File: config.mk
export PLATFORM = sky130hd
export DESIGN_NAME = cwp_config_word_protect
export DESIGN_NICKNAME = d
export VERILOG_FILES = /design/src/core/cwp_pkg.sv /design/src/core/cwp_config_word_protect.sv
export SDC_FILE = /design/constraint.sdc
export NUM_CORES = 1
export LEC_CHECK = 0
export ABC_AREA = 1
export BUFFER_PORTS_ARGS = -buffer_cell sky130_fd_sc_hd__buf_4
export CAP_MARGIN = 20
export CORE_AREA = 2 2 86 88
export DETAILED_ROUTE_END_ITERATION = 6
export DIE_AREA = 0 0 88 90
export MAX_ROUTING_LAYER = met4
export PLACE_DENSITY = 0.77
export SYNTH_ARGS = -nofsm -noshare
export SYNTH_HDL_FRONTEND = slang
export SYNTH_SLANG_ARGS = --single-unit
export TNS_END_PERCENT = 10
File: constraint.sdc
create_clock -name i_core_clk -period 1.85 [get_ports i_core_clk]
set_input_delay 0.37 -clock i_core_clk [delete_from_list [all_inputs] [get_ports i_core_clk]]
set_output_delay 0.37 -clock i_core_clk [all_outputs]
set_load 0.005 [all_outputs]
File: src/core/cwp_pkg.sv
// What this block does
// - bit 13 set allows low-voltage entry; clear demands high voltage on master clear.
// - bit 11 set disables the low-power brown-out reset; clear enables it.
// - bit 10 set picks the low brown-out trip point; clear picks the high one.
// - unimplemented bits 12, 8 and 7..2 always read as one.
// - code protect low blocks external program and write; external program memory reads give zeros.
// - cpu fetch and internal reads of program memory are never gated here.
// - self-write permission follows the control enable bit and the write-protect field, not the code-protect bit.
// - field bits 1:0 pick the guarded region; self-writes inside it are rejected.
// - code protection is lifted only by a bulk erase of the whole device.
package cwp_pkg;
	localparam int CFG_W = 14;
	localparam int PM_AW = 11;
	localparam int REG_AW = 4;

	// configuration word two field positions
	localparam int BIT_LV_PROG = 13;
	localparam int BIT_LP_BOR_DIS = 11;
	localparam int BIT_BOR_TRIP = 10;
	localparam int BIT_STACK_RST = 9;
	localparam int BIT_SW_PROT_HI = 1;
	localparam int BIT_SW_PROT_LO = 0;
	localparam logic [CFG_W-1:0] CFG2_UNIMPL_MASK = 14'h11fc;
	localparam logic [CFG_W-1:0] CFG2_BLANK = 14'h3fff;
	localparam logic PROT_N_BLANK = 1'b1;
	localparam logic [1:0] SW_PROT_NONE = 2'h3;

	// register indices, byte address is four times the index
	localparam logic [REG_AW-1:0] REG_CFG2 = 4'h0;
	localparam logic [REG_AW-1:0] REG_STATUS = 4'h1;
	localparam logic [REG_AW-1:0] REG_CTRL = 4'h2;

	// status bits and the control enable bit
	localparam int ST_PROG_MODE = 0;
	localparam int ST_PROT_ON = 1;
	localparam int ST_SW_REFUSED = 2;
	localparam int ST_EXT_REFUSED = 3;
	localparam int ST_LOADED = 4;
	localparam int CTRL_SW_EN = 0;

	localparam logic [31:0] REG_RESET = 32'h0000_0000;

	typedef enum logic [1:0] {
		CMD_READ = 2'b00,
		CMD_WRITE = 2'b01,
		CMD_SET_PROT = 2'b10,
		CMD_BULK_ERASE = 2'b11
	} cwp_cmd_t;

	typedef struct packed {
		logic valid;
		cwp_cmd_t cmd;
		logic cfg_space;
		logic [PM_AW-1:0] addr;
		logic [CFG_W-1:0] data;
	} cwp_prg_req_t;

	typedef struct packed {
		logic valid;
		logic refused;
		logic [CFG_W-1:0] data;
	} cwp_prg_rsp_t;

	typedef struct packed {
		logic we;
		logic re;
		logic erase;
		logic [PM_AW-1:0] addr;
		logic [CFG_W-1:0] data;
	} cwp_pm_req_t;

	typedef struct packed {
		logic valid;
		logic [PM_AW-1:0] addr;
		logic [CFG_W-1:0] data;
	} cwp_self_wr_t;
endpackage

File: src/core/cwp_config_word_protect.sv
// The implementer's own choices: the plain strobed port and the register offsets.
`timescale 1ns/1ps
module cwp_config_word_protect #(
	parameter logic [cwp_pkg::PM_AW-1:0] REGION_TOP_0 = 11'h7ff,
	parameter logic [cwp_pkg::PM_AW-1:0] REGION_TOP_1 = 11'h3ff,
	parameter logic [cwp_pkg::PM_AW-1:0] REGION_TOP_2 = 11'h1ff
) (
	input wire logic i_core_clk,
	input wire logic i_arst_n,
	input wire logic [cwp_pkg::CFG_W-1:0] i_nv_cfg2,
	input wire logic i_nv_code_protect_n,
	input wire logic i_master_clear_pin_hv,
	input wire logic i_lv_entry_key,
	input wire cwp_pkg::cwp_prg_req_t i_prg_req,
	output cwp_pkg::cwp_prg_rsp_t o_prg_rsp,
	input wire cwp_pkg::cwp_self_wr_t i_self_wr,
	output logic o_self_wr_refused,
	output cwp_pkg::cwp_pm_req_t o_pm_req,
	input wire logic [cwp_pkg::CFG_W-1:0] i_pm_rdata,
	output logic [cwp_pkg::CFG_W-1:0] o_nv_cfg2,
	output logic o_nv_code_protect_n,
	output logic o_prog_mode,
	output logic o_lp_brownout_en,
	output logic o_bor_low_trip,
	output logic o_stack_fault_reset_enable,
	input wire logic [cwp_pkg::REG_AW-1:0] i_reg_addr,
	input wire logic [31:0] i_reg_wdata,
	input wire logic i_reg_we,
	input wire logic i_reg_re,
	output logic [31:0] o_reg_rdata
);
	import cwp_pkg::*;

	// guarded region always starts at address zero and ends at the table entry
	function automatic logic in_region(input logic [PM_AW-1:0] addr, input logic [1:0] sel);
		logic hit;
		hit = 1'b0;
		case (sel)
			2'b00: hit = (addr <= REGION_TOP_0);
			2'b01: hit = (addr <= REGION_TOP_1);
			2'b10: hit = (addr <= REGION_TOP_2);
			SW_PROT_NONE: hit = 1'b0;
			default: hit = 1'b0;
		endcase
		return hit;
	endfunction

	// pin synchronisers
	logic hv_s1_r, hv_s2_r, key_s1_r, key_s2_r;
	logic hv_s1_nxt, key_s1_nxt;
	always_comb begin
		hv_s1_nxt = i_master_clear_pin_hv;
		key_s1_nxt = i_lv_entry_key;
	end
	always_ff @(posedge i_core_clk or negedge i_arst_n) begin
		if (!i_arst_n) begin
			hv_s1_r <= 1'b0;
			hv_s2_r <= 1'b0;
			key_s1_r <= 1'b0;
			key_s2_r <= 1'b0;
		end else begin
			hv_s1_r <= hv_s1_nxt;
			hv_s2_r <= hv_s1_r;
			key_s1_r <= key_s1_nxt;
			key_s2_r <= key_s1_r;
		end
	end

	// configuration state, loaded from the non-volatile copy after reset release
	logic [CFG_W-1:0] cfg2_r, cfg2_nxt;
	logic prot_n_r, prot_n_nxt;
	logic loaded_r, loaded_nxt;
	logic prog_mode_r, prog_mode_nxt;
	logic prot_on, ext_ok, ext_refuse;
	logic [1:0] sw_prot_sel;

	assign prot_on = !prot_n_r;
	assign sw_prot_sel = cfg2_r[BIT_SW_PROT_HI:BIT_SW_PROT_LO];
	assign ext_ok = i_prg_req.valid && prog_mode_r && loaded_r;

	always_comb begin
		cfg2_nxt = cfg2_r;
		prot_n_nxt = prot_n_r;
		loaded_nxt = 1'b1;
		// entry needs high voltage unless low-voltage entry is enabled
		prog_mode_nxt = hv_s2_r || (cfg2_r[BIT_LV_PROG] && key_s2_r);
		if (!loaded_r) begin
			cfg2_nxt = i_nv_cfg2 | CFG2_UNIMPL_MASK;
			prot_n_nxt = i_nv_code_protect_n;
		end else if (ext_ok) begin
			case (i_prg_req.cmd)
				CMD_BULK_ERASE: begin
					cfg2_nxt = CFG2_BLANK;
					prot_n_nxt = PROT_N_BLANK;
				end
				CMD_SET_PROT: prot_n_nxt = 1'b0;
				CMD_WRITE: begin
					if (i_prg_req.cfg_space && !prot_on) begin
						cfg2_nxt = i_prg_req.data | CFG2_UNIMPL_MASK;
					end
				end
				default: cfg2_nxt = cfg2_r;
			endcase
		end
	end
	always_ff @(posedge i_core_clk or negedge i_arst_n) begin
		if (!i_arst_n) begin
			cfg2_r <= CFG2_BLANK;
			prot_n_r <= PROT_N_BLANK;
			loaded_r <= 1'b0;
			prog_mode_r <= 1'b0;
		end else begin
			cfg2_r <= cfg2_nxt;
			prot_n_r <= prot_n_nxt;
			loaded_r <= loaded_nxt;
			prog_mode_r <= prog_mode_nxt;
		end
	end

	// external write to program memory blocked while protected
	assign ext_refuse = ext_ok && (i_prg_req.cmd == CMD_WRITE) && prot_on;

	// self-write checked against the enable bit and the region; code protect plays no part
	logic sw_en_r, sw_en_nxt;
	logic sw_hit, sw_refuse, sw_pass;
	assign sw_hit = i_self_wr.valid && !prog_mode_r;
	assign sw_refuse = sw_hit && (!sw_en_r || in_region(i_self_wr.addr, sw_prot_sel));
	assign sw_pass = sw_hit && !sw_refuse;
	assign o_self_wr_refused = sw_refuse;

	// program memory port; cpu fetch and reads use their own path untouched
	always_comb begin
		o_pm_req = '0;
		if (ext_ok && !i_prg_req.cfg_space) begin
			o_pm_req.addr = i_prg_req.addr;
			o_pm_req.data = i_prg_req.data;
			o_pm_req.re = (i_prg_req.cmd == CMD_READ);
			o_pm_req.we = (i_prg_req.cmd == CMD_WRITE) && !prot_on;
		end else if (sw_pass) begin
			o_pm_req.addr = i_self_wr.addr;
			o_pm_req.data = i_self_wr.data;
			o_pm_req.we = 1'b1;
		end
		o_pm_req.erase = ext_ok && (i_prg_req.cmd == CMD_BULK_ERASE);
	end

	// programmer answer, one cycle after the request
	cwp_prg_rsp_t rsp_r, rsp_nxt;
	logic rd_pm_r, rd_pm_nxt, rd_zero_r, rd_zero_nxt;
	always_comb begin
		rsp_nxt = '0;
		rd_pm_nxt = 1'b0;
		rd_zero_nxt = 1'b0;
		if (ext_ok) begin
			rsp_nxt.valid = 1'b1;
			rsp_nxt.refused = ext_refuse || (i_prg_req.cfg_space
				&& (i_prg_req.cmd == CMD_WRITE) && prot_on);
			if (i_prg_req.cmd == CMD_READ) begin
				if (i_prg_req.cfg_space) begin
					rsp_nxt.data = cfg2_r | CFG2_UNIMPL_MASK;
				end else begin
					rd_pm_nxt = 1'b1;
					rd_zero_nxt = prot_on;
				end
			end
		end
	end
	always_ff @(posedge i_core_clk or negedge i_arst_n) begin
		if (!i_arst_n) begin
			rsp_r <= '0;
			rd_pm_r <= 1'b0;
			rd_zero_r <= 1'b0;
		end else begin
			rsp_r <= rsp_nxt;
			rd_pm_r <= rd_pm_nxt;
			rd_zero_r <= rd_zero_nxt;
		end
	end
	always_comb begin
		o_prg_rsp = rsp_r;
		if (rd_pm_r) begin
			o_prg_rsp.data = rd_zero_r ? '0 : i_pm_rdata;
		end
	end

	// register file: sticky refusals, set wins over write-one-to-clear
	logic sw_ref_r, sw_ref_nxt, ext_ref_r, ext_ref_nxt;
	logic [31:0] rdata_r, rdata_nxt;
	logic st_wr, ctrl_wr;
	assign st_wr = i_reg_we && (i_reg_addr == REG_STATUS);
	assign ctrl_wr = i_reg_we && (i_reg_addr == REG_CTRL);
	always_comb begin
		sw_en_nxt = ctrl_wr ? i_reg_wdata[CTRL_SW_EN] : sw_en_r;
		sw_ref_nxt = sw_ref_r;
		ext_ref_nxt = ext_ref_r;
		if (st_wr && i_reg_wdata[ST_SW_REFUSED]) begin
			sw_ref_nxt = 1'b0;
		end
		if (st_wr && i_reg_wdata[ST_EXT_REFUSED]) begin
			ext_ref_nxt = 1'b0;
		end
		if (sw_refuse) begin
			sw_ref_nxt = 1'b1;
		end
		if (rsp_nxt.refused) begin
			ext_ref_nxt = 1'b1;
		end
		rdata_nxt = REG_RESET;
		if (i_reg_re) begin
			case (i_reg_addr)
				REG_CFG2: rdata_nxt = {18'h0_0000, cfg2_r | CFG2_UNIMPL_MASK};
				REG_STATUS: begin
					rdata_nxt[ST_PROG_MODE] = prog_mode_r;
					rdata_nxt[ST_PROT_ON] = prot_on;
					rdata_nxt[ST_SW_REFUSED] = sw_ref_r;
					rdata_nxt[ST_EXT_REFUSED] = ext_ref_r;
					rdata_nxt[ST_LOADED] = loaded_r;
				end
				REG_CTRL: rdata_nxt[CTRL_SW_EN] = sw_en_r;
				default: rdata_nxt = REG_RESET;
			endcase
		end
	end
	always_ff @(posedge i_core_clk or negedge i_arst_n) begin
		if (!i_arst_n) begin
			sw_en_r <= 1'b0;
			sw_ref_r <= 1'b0;
			ext_ref_r <= 1'b0;
			rdata_r <= REG_RESET;
		end else begin
			sw_en_r <= sw_en_nxt;
			sw_ref_r <= sw_ref_nxt;
			ext_ref_r <= ext_ref_nxt;
			rdata_r <= rdata_nxt;
		end
	end

	assign o_reg_rdata = rdata_r;
	assign o_nv_cfg2 = cfg2_r;
	assign o_nv_code_protect_n = prot_n_r;
	assign o_prog_mode = prog_mode_r;
	assign o_lp_brownout_en = !cfg2_r[BIT_LP_BOR_DIS];
	assign o_bor_low_trip = cfg2_r[BIT_BOR_TRIP];
	assign o_stack_fault_reset_enable = cfg2_r[BIT_STACK_RST];
endmodule

==> flow_metrics.env, run 1 <==
export IMPL_fp_row_count=31
export IMPL_required_ns=1.48
export IMPL_diodes=0
export IMPL_cts_clk_slew_worst_paths_ns=0.08
export IMPL_crit_path_end_kind="output pin"
export IMPL_finalSetupViolations=27
export IMPL_post_route_util=0.548
export IMPL_grt_pass1_vias=2489
export IMPL_hold_buffers=0
export IMPL_cts_tree="done"
export IMPL_cp_max_fo=7
export IMPL_initial_core_util=0.338
export IMPL_violations="negative setup slack"
export IMPL_vias_per_cell=4.51
export IMPL_vias=2643
export IMPL_critPathLaunch="o_nv_cfg2[1]$_DFFE_PN1P_"
export IMPL_ys_seq_area_frac=0.394
export IMPL_crit_type="flop to output pin"
export IMPL_syn_to_final_growth_pct=62.2
export IMPL_r2r_start="o_nv_code_protect_n$_DFFE_PN1P_"
export IMPL_yosysWarningCount=0
export IMPL_numCtsBuffers=5
export IMPL_maxSlewViolCount=0
export IMPL_timing_final_crit_share=1.06
export IMPL_dieArea_um2=7920
export IMPL_sw_frac_of_total=0.260
export IMPL_gr_total_overflow=0
export IMPL_vdd_drop_max_mv=0.470
export IMPL_p_leak_nw=2.25
export IMPL_dpl_hpwl_um=5690
export IMPL_root_buffer="clkbuf_8"
export IMPL_status="complete, but fails checks"
export IMPL_internal_power_mw=1.78
export IMPL_seqPwrFrac=0.377
export IMPL_grt_pass1_wl_um=11600
export IMPL_max_cap_violations=0
export IMPL_synth_distinct_cells=24
export IMPL_die_h_um=90
export IMPL_clock_power_share=0.345
export IMPL_ios=222
export IMPL_hp_class="input port to asynchronous set/reset pin"
export IMPL_drtIter0Drc=63
export IMPL_crit_end="o_pm_req[19]"
export IMPL_final_layout_size_suffix_gt1_frac=0.419
export IMPL_hold_viol_final=0
export IMPL_drtPass1Iterations=4
export IMPL_routabilityCongestion=0.848
export IMPL_cp_arrival_ns=1.59
export IMPL_netlist_area_um2=2370
export IMPL_p_sw_mw=0.628
export IMPL_ff2ff_path_depth=6
export IMPL_rsz0062_at_grt="yes"
export IMPL_synth_avg_cell_area_um2=7.30
export IMPL_grt_max_degree=38
export IMPL_placed_area_um2=3510
export IMPL_port_buffers=158
export IMPL_h_tree_depth=2
export IMPL_finalNetCount=612
export IMPL_worst_slack_ns=-0.114
export IMPL_finalCriticalPeriod_ns=1.96
export IMPL_clock_path_buffers=2
export IMPL_cts_sinks=37
export IMPL_core_um2=7020
export IMPL_drc=0
export IMPL_p_comb_frac=0.278
export IMPL_design_area_um2=3850
export IMPL_ant_nets=0
export IMPL_die_x_um=88
export IMPL_grt_use_total=0.190
export IMPL_max_freq_ghz=0.509
export IMPL_routed_wirelength_um=7520
export IMPL_regToRegSetupSlack_ns=0.54
export IMPL_startpoint_type="flop"
export IMPL_skew_ns=0.00775
export IMPL_antenna_found_initial=0
export IMPL_wire_per_inst_um=12.8
export IMPL_timing_rr_end="o_nv_cfg2[0]$_DFFE_PN1P_"
export IMPL_worstSkewPairLatency_ns=0.29
export IMPL_fill_cells=676
export IMPL_syn_inst=325
export IMPL_powerDensity_nw_per_um2=627
export IMPL_yosys_register_bits=37
-- worst max-delay path, cell delays in order, from the launching register on --
cell and delay [ns]:
dfstp_2 0.55, inv_4 0.05, a21boi_4 0.17, buf_6 0.14
buf_12 0.12, nand4_1 0.07, nand2_1 0.09, buf_4 0.11
-- layout make-up --
class | count | area, µm² | share of cell area
inverter | 38 | 153 | 0.0397
clock buffer | 5 | 68.8 | 0.0179
clock inverter | 3 | 68.8 | 0.0179
tap | 99 | 124 | 0.0322
timing repair buffer | 174 | 1440 | 0.375
multi-input combinational | 230 | 1050 | 0.274
sequential | 37 | 936 | 0.243
-- flip-flops by register name, indices dropped and copies added (netlist names), 2 cells and up --
name and cells:
o_reg_rdata 10, rsp_r 7, o_nv_cfg2 6, o_prg_rsp 2
-- metal layers --
| metal | vias to the layer above | part of all wire | wire [µm] | global-route usage |
|---|---|---|---|---|
| met5 | - | 0 | 0 | - |
| met4 | 0 | 0.0036 | 27 | 0.0423 |
| met3 | 4 | 0.082 | 615 | 0.0432 |
| met2 | 123 | 0.52 | 3940 | 0.326 |
| met1 | 1217 | 0.39 | 2930 | 0.225 |
| li1 | 1299 | - | - | - |
-- cells in the mapped netlist --
library cell	count	area share
nand2_1	86	0.14
buf_2	6	0.013
nor3_1	1	0.0021
inv_1	35	0.055
dfrtp_1	30	0.32
or2_2	1	0.0026
conb_1	2	0.0032
nand3_1	16	0.034
clkinv_4	1	0.0037
nand2_4	1	0.0047
a21o_1	1	0.0032
buf_6	4	0.019
nor2_8	1	0.0084
nor2_2	2	0.0053
nand2_2	1	0.0026
a21boi_4	1	0.0079
a21oi_1	7	0.015
nor2_1	36	0.057
dfstp_2	7	0.078
inv_4	1	0.0026
nand4_1	28	0.074
o21ai_0	21	0.044
buf_4	35	0.11
inv_2	1	0.0016
-- through the flow --
stage	TNS [ns]	setup WS (ns)	power (mW)	std cells	hold WS, ns
finish	-2.25	-0.114	2.41	586	0.0169
global route	-4.22	-0.190	2.54	586	0.0466
CTS	-2.92	-0.125	2.41	585	0.0287
detailed placement	0	0.161	1.47	567	0.336
global placement	0	0.188	1.45	567	0.332
floorplan	0	0.315	1.18	350	0.0744
-- power by group through the flow --
stage	Combinational [mW]	Clock, mW	Sequential, mW
global placement	0.529	0	0.925
floorplan	0.272	0	0.912
CTS	0.659	0.846	0.907
detailed placement	0.543	0	0.926
finish	0.671	0.832	0.908
global route	0.732	0.890	0.916
-- logic make-up (layout without fill, tap and decap cells) --
logic type,count (synthesis),after routing,share of synthesized area
buf+inv,83,220,0.206
other cells,2,27,0.00317
simple gates,173,173,0.327
flops,37,37,0.394
compound gates,30,30,0.0702
-- cell usage in the layout, fill, tap and decap left out --
master     instances
a21boi_4           1
a21o_1             1
a21oi_1            7
buf_12             4
buf_16             3
buf_4            164
buf_6              2
bufinv_16          2
clkbuf_16          1
clkbuf_8           5
clkinv_4           1
conb_1            27
dfrtp_1           29
dfrtp_2            1
dfstp_2            7
inv_1             33
inv_2              2
inv_4              2
inv_6              1
nand2_1           84
nand2_2            2
nand2_4            2
nand3_1           16
nand4_1           28
nor2_1            36
nor2_2             2
nor2_8             1
nor3_1             1
o21ai_0           18
o21ai_1            3
or2_4              1
-- repair_timing --
| action | CTS | global route |
|---|---|---|
| setup endpoints to repair | 28 | 30 |
| gates cloned | 4 | 1 |
| resized for setup | 12 | 5 |
| pin swaps | 4 | 6 |
| buffers inserted | 6 | 1 |
-- worst min-delay path by stage --
stage	startpoint	endpoint	slack, ns	cells after the start
3_5_place_dp	i_arst_n	hv_s1_r$_DFF_PN0_	0.34	1
6_report	i_arst_n	key_s1_r$_DFF_PN0_	0.02	1
3_3_place_gp	hv_s1_r$_DFF_PN0_	hv_s2_r$_DFF_PN0_	0.33	0
4_1_cts	i_arst_n	hv_s1_r$_DFF_PN0_	0.03	1
2_1_floorplan	i_arst_n	ext_ref_r$_DFFE_PN0P_	0.07	0
5_1_grt	i_arst_n	o_reg_rdata[1]$_DFF_PN0_	0.05	1
Power figures use the tool's default switching activity.
==> run 2, diff against run 1 <==
- BUFFER_PORTS_ARGS: -buffer_cell sky130_fd_sc_hd__buf_4 -> -buffer_cell sky130_fd_sc_hd__buf_2
==> flow_metrics.env, run 2 (same netlist as run 1, synthesis figures left out) <==
export IMPL_drc=0
export IMPL_dieArea_um2=7920
export IMPL_maxSlewViolCount=0
export IMPL_p_sw_mw=0.560
export IMPL_worstSkewPairLatency_ns=0.28
export IMPL_sw_frac_of_total=0.295
export IMPL_vdd_drop_max_mv=0.378
export IMPL_grt_use_total=0.172
export IMPL_cts_clk_slew_worst_paths_ns=0.07
export IMPL_cts_tree="done"
export IMPL_fp_row_count=31
export IMPL_seqPwrFrac=0.480
export IMPL_r2r_start="o_nv_code_protect_n$_DFFE_PN1P_"
export IMPL_grt_max_degree=38
export IMPL_violations="negative setup slack"
export IMPL_routed_wirelength_um=6710
export IMPL_hp_class="input port to asynchronous set/reset pin"
export IMPL_critPathLaunch="o_nv_cfg2[0]$_DFFE_PN1P_"
export IMPL_max_cap_violations=0
export IMPL_stdcell_count=577
export IMPL_crit_path_end_kind="output pin"
export IMPL_grt_pass1_wl_um=10400
export IMPL_final_layout_size_suffix_gt1_frac=0.398
export IMPL_status="complete, but fails checks"
export IMPL_crit_type="flop to output pin"
export IMPL_numCtsBuffers=5
export IMPL_ff2ff_path_depth=6
export IMPL_use_met2=0.291
export IMPL_syn_to_final_growth_pct=35.7
export IMPL_initial_core_util=0.338
export IMPL_cp_max_fo=26
export IMPL_clock_path_buffers=2
export IMPL_tightest_slew_ns=0.767
export IMPL_placed_area_um2=3120
export IMPL_ant_nets=0
export IMPL_required_ns=1.48
export IMPL_hold_viol_final=0
export IMPL_powerDensity_nw_per_um2=590
export IMPL_timing_final_crit_share=1.04
export IMPL_cp_arrival_ns=1.55
export IMPL_h_tree_depth=2
export IMPL_wire_per_inst_um=11.6
export IMPL_die_x_um=88
export IMPL_max_freq_ghz=0.522
export IMPL_p_comb_frac=0.239
export IMPL_gr_total_overflow=0
export IMPL_regToRegSetupSlack_ns=0.58
export IMPL_finalSetupViolations=26
export IMPL_startpoint_type="flop"
export IMPL_design_area_um2=3220
export IMPL_layout_commonest_cell="buf_2"
export IMPL_root_buffer="clkbuf_8"
export IMPL_grtUsageMet1=0.203
export IMPL_drtPass1Iterations=4
export IMPL_place_inst=567
export IMPL_core_um2=7020
export IMPL_busiest_layer="met2"
export IMPL_met3_usage=0.0441
export IMPL_internal_power_mw=1.34
export IMPL_cts_sinks=37
export IMPL_largest_register_ffs=10
export IMPL_finalPower_mw=1.90
export IMPL_vias_per_cell=4.35
export IMPL_die_h_um=90
export IMPL_drtIter0Drc=101
export IMPL_vias=2510
export IMPL_finalCriticalPeriod_ns=1.92
export IMPL_ios=222
export IMPL_p_leak_nw=2.04
export IMPL_timing_rr_end="o_nv_cfg2[11]$_DFFE_PN1P_"
export IMPL_antenna_found_initial=1
export IMPL_port_buffers=158
export IMPL_crit_end="o_pm_req[20]"
export IMPL_final_cell_mix="buf_2, nand2_1, nor2_1"
export IMPL_skew_ns=0.00718
export IMPL_worst_slack_ns=-0.0660
export IMPL_rsz0062_at_grt="yes"
export IMPL_grt_pass1_vias=2258
export IMPL_finalNetCount=602
export IMPL_routabilityCongestion=0.864
export IMPL_clock_power_share=0.281
export IMPL_dpl_hpwl_um=5450
export IMPL_slew_limit_headroom=0.489
[run 2: power by group through the flow]
stage | Sequential (mW) | Clock, mW | Combinational, mW
2_1_floorplan | 0.912 | 0 | 0.272
5_1_grt | 0.917 | 0.599 | 0.514
4_1_cts | 0.912 | 0.552 | 0.453
3_3_place_gp | 0.924 | 0 | 0.440
6_report | 0.910 | 0.533 | 0.454
3_5_place_dp | 0.925 | 0 | 0.450
[run 2: area by class of cell]
type,instances,area [µm²]
fillers,727,3800
multi-input cells,230,1050
flip-flops and latches,37,936
repair buffers,164,873
inverters,38,150
well taps,99,124
clock buffers,7,76.3
clock inverters,1,8.76
diodes,1,2.50
[run 2: how the worst min path moves through the flow]
stage | start | end | slack (ns)
after floorplan | i_arst_n | ext_ref_r$_DFFE_PN0P_ | 0.07
after global placement | hv_s1_r$_DFF_PN0_ | hv_s2_r$_DFF_PN0_ | 0.33
after detailed placement | key_s1_r$_DFF_PN0_ | key_s2_r$_DFF_PN0_ | 0.34
after CTS | i_arst_n | hv_s1_r$_DFF_PN0_ | 0.18
after global routing | i_master_clear_pin_hv | hv_s1_r$_DFF_PN0_ | 0.17
final | i_arst_n | key_s2_r$_DFF_PN0_ | 0.16
[run 2: critical path, stage by stage, from the launching register on]
cell,delay [ns]
dfstp_2,0.57
nand2_2,0.08
a21boi_4,0.16
buf_12,0.18
nand4_1,0.10
nand2_1,0.07
buf_2,0.10
[run 2: timing repair]
action	4_1_cts	5_1_grt
pin swaps	0	0
gates resized for setup	5	1
setup buffers	0	1
hold endpoints to repair	0	0
hold buffers	0	0
setup endpoints to repair	29	29
[run 2: layer usage]
| metal | vias to the layer above | wire (µm) | part of all wire |
|---|---|---|---|
| met5 | - | 0 | 0 |
| met4 | 0 | 64 | 0.0095 |
| met3 | 6 | 519 | 0.077 |
| met2 | 111 | 3360 | 0.50 |
| met1 | 1113 | 2770 | 0.41 |
| li1 | 1280 | - | - |
[run 2: metrics by stage]
step           utilization  setup WS [ns]  TNS [ns]  hold slack (ns)
2_1_floorplan            -          0.315         0           0.0744
3_3_place_gp         0.444          0.209         0            0.332
3_5_place_dp         0.444          0.182         0            0.337
4_1_cts              0.457         -0.111     -2.42            0.180
5_1_grt              0.458         -0.205     -4.22            0.171
6_report             0.458        -0.0660     -1.27            0.158
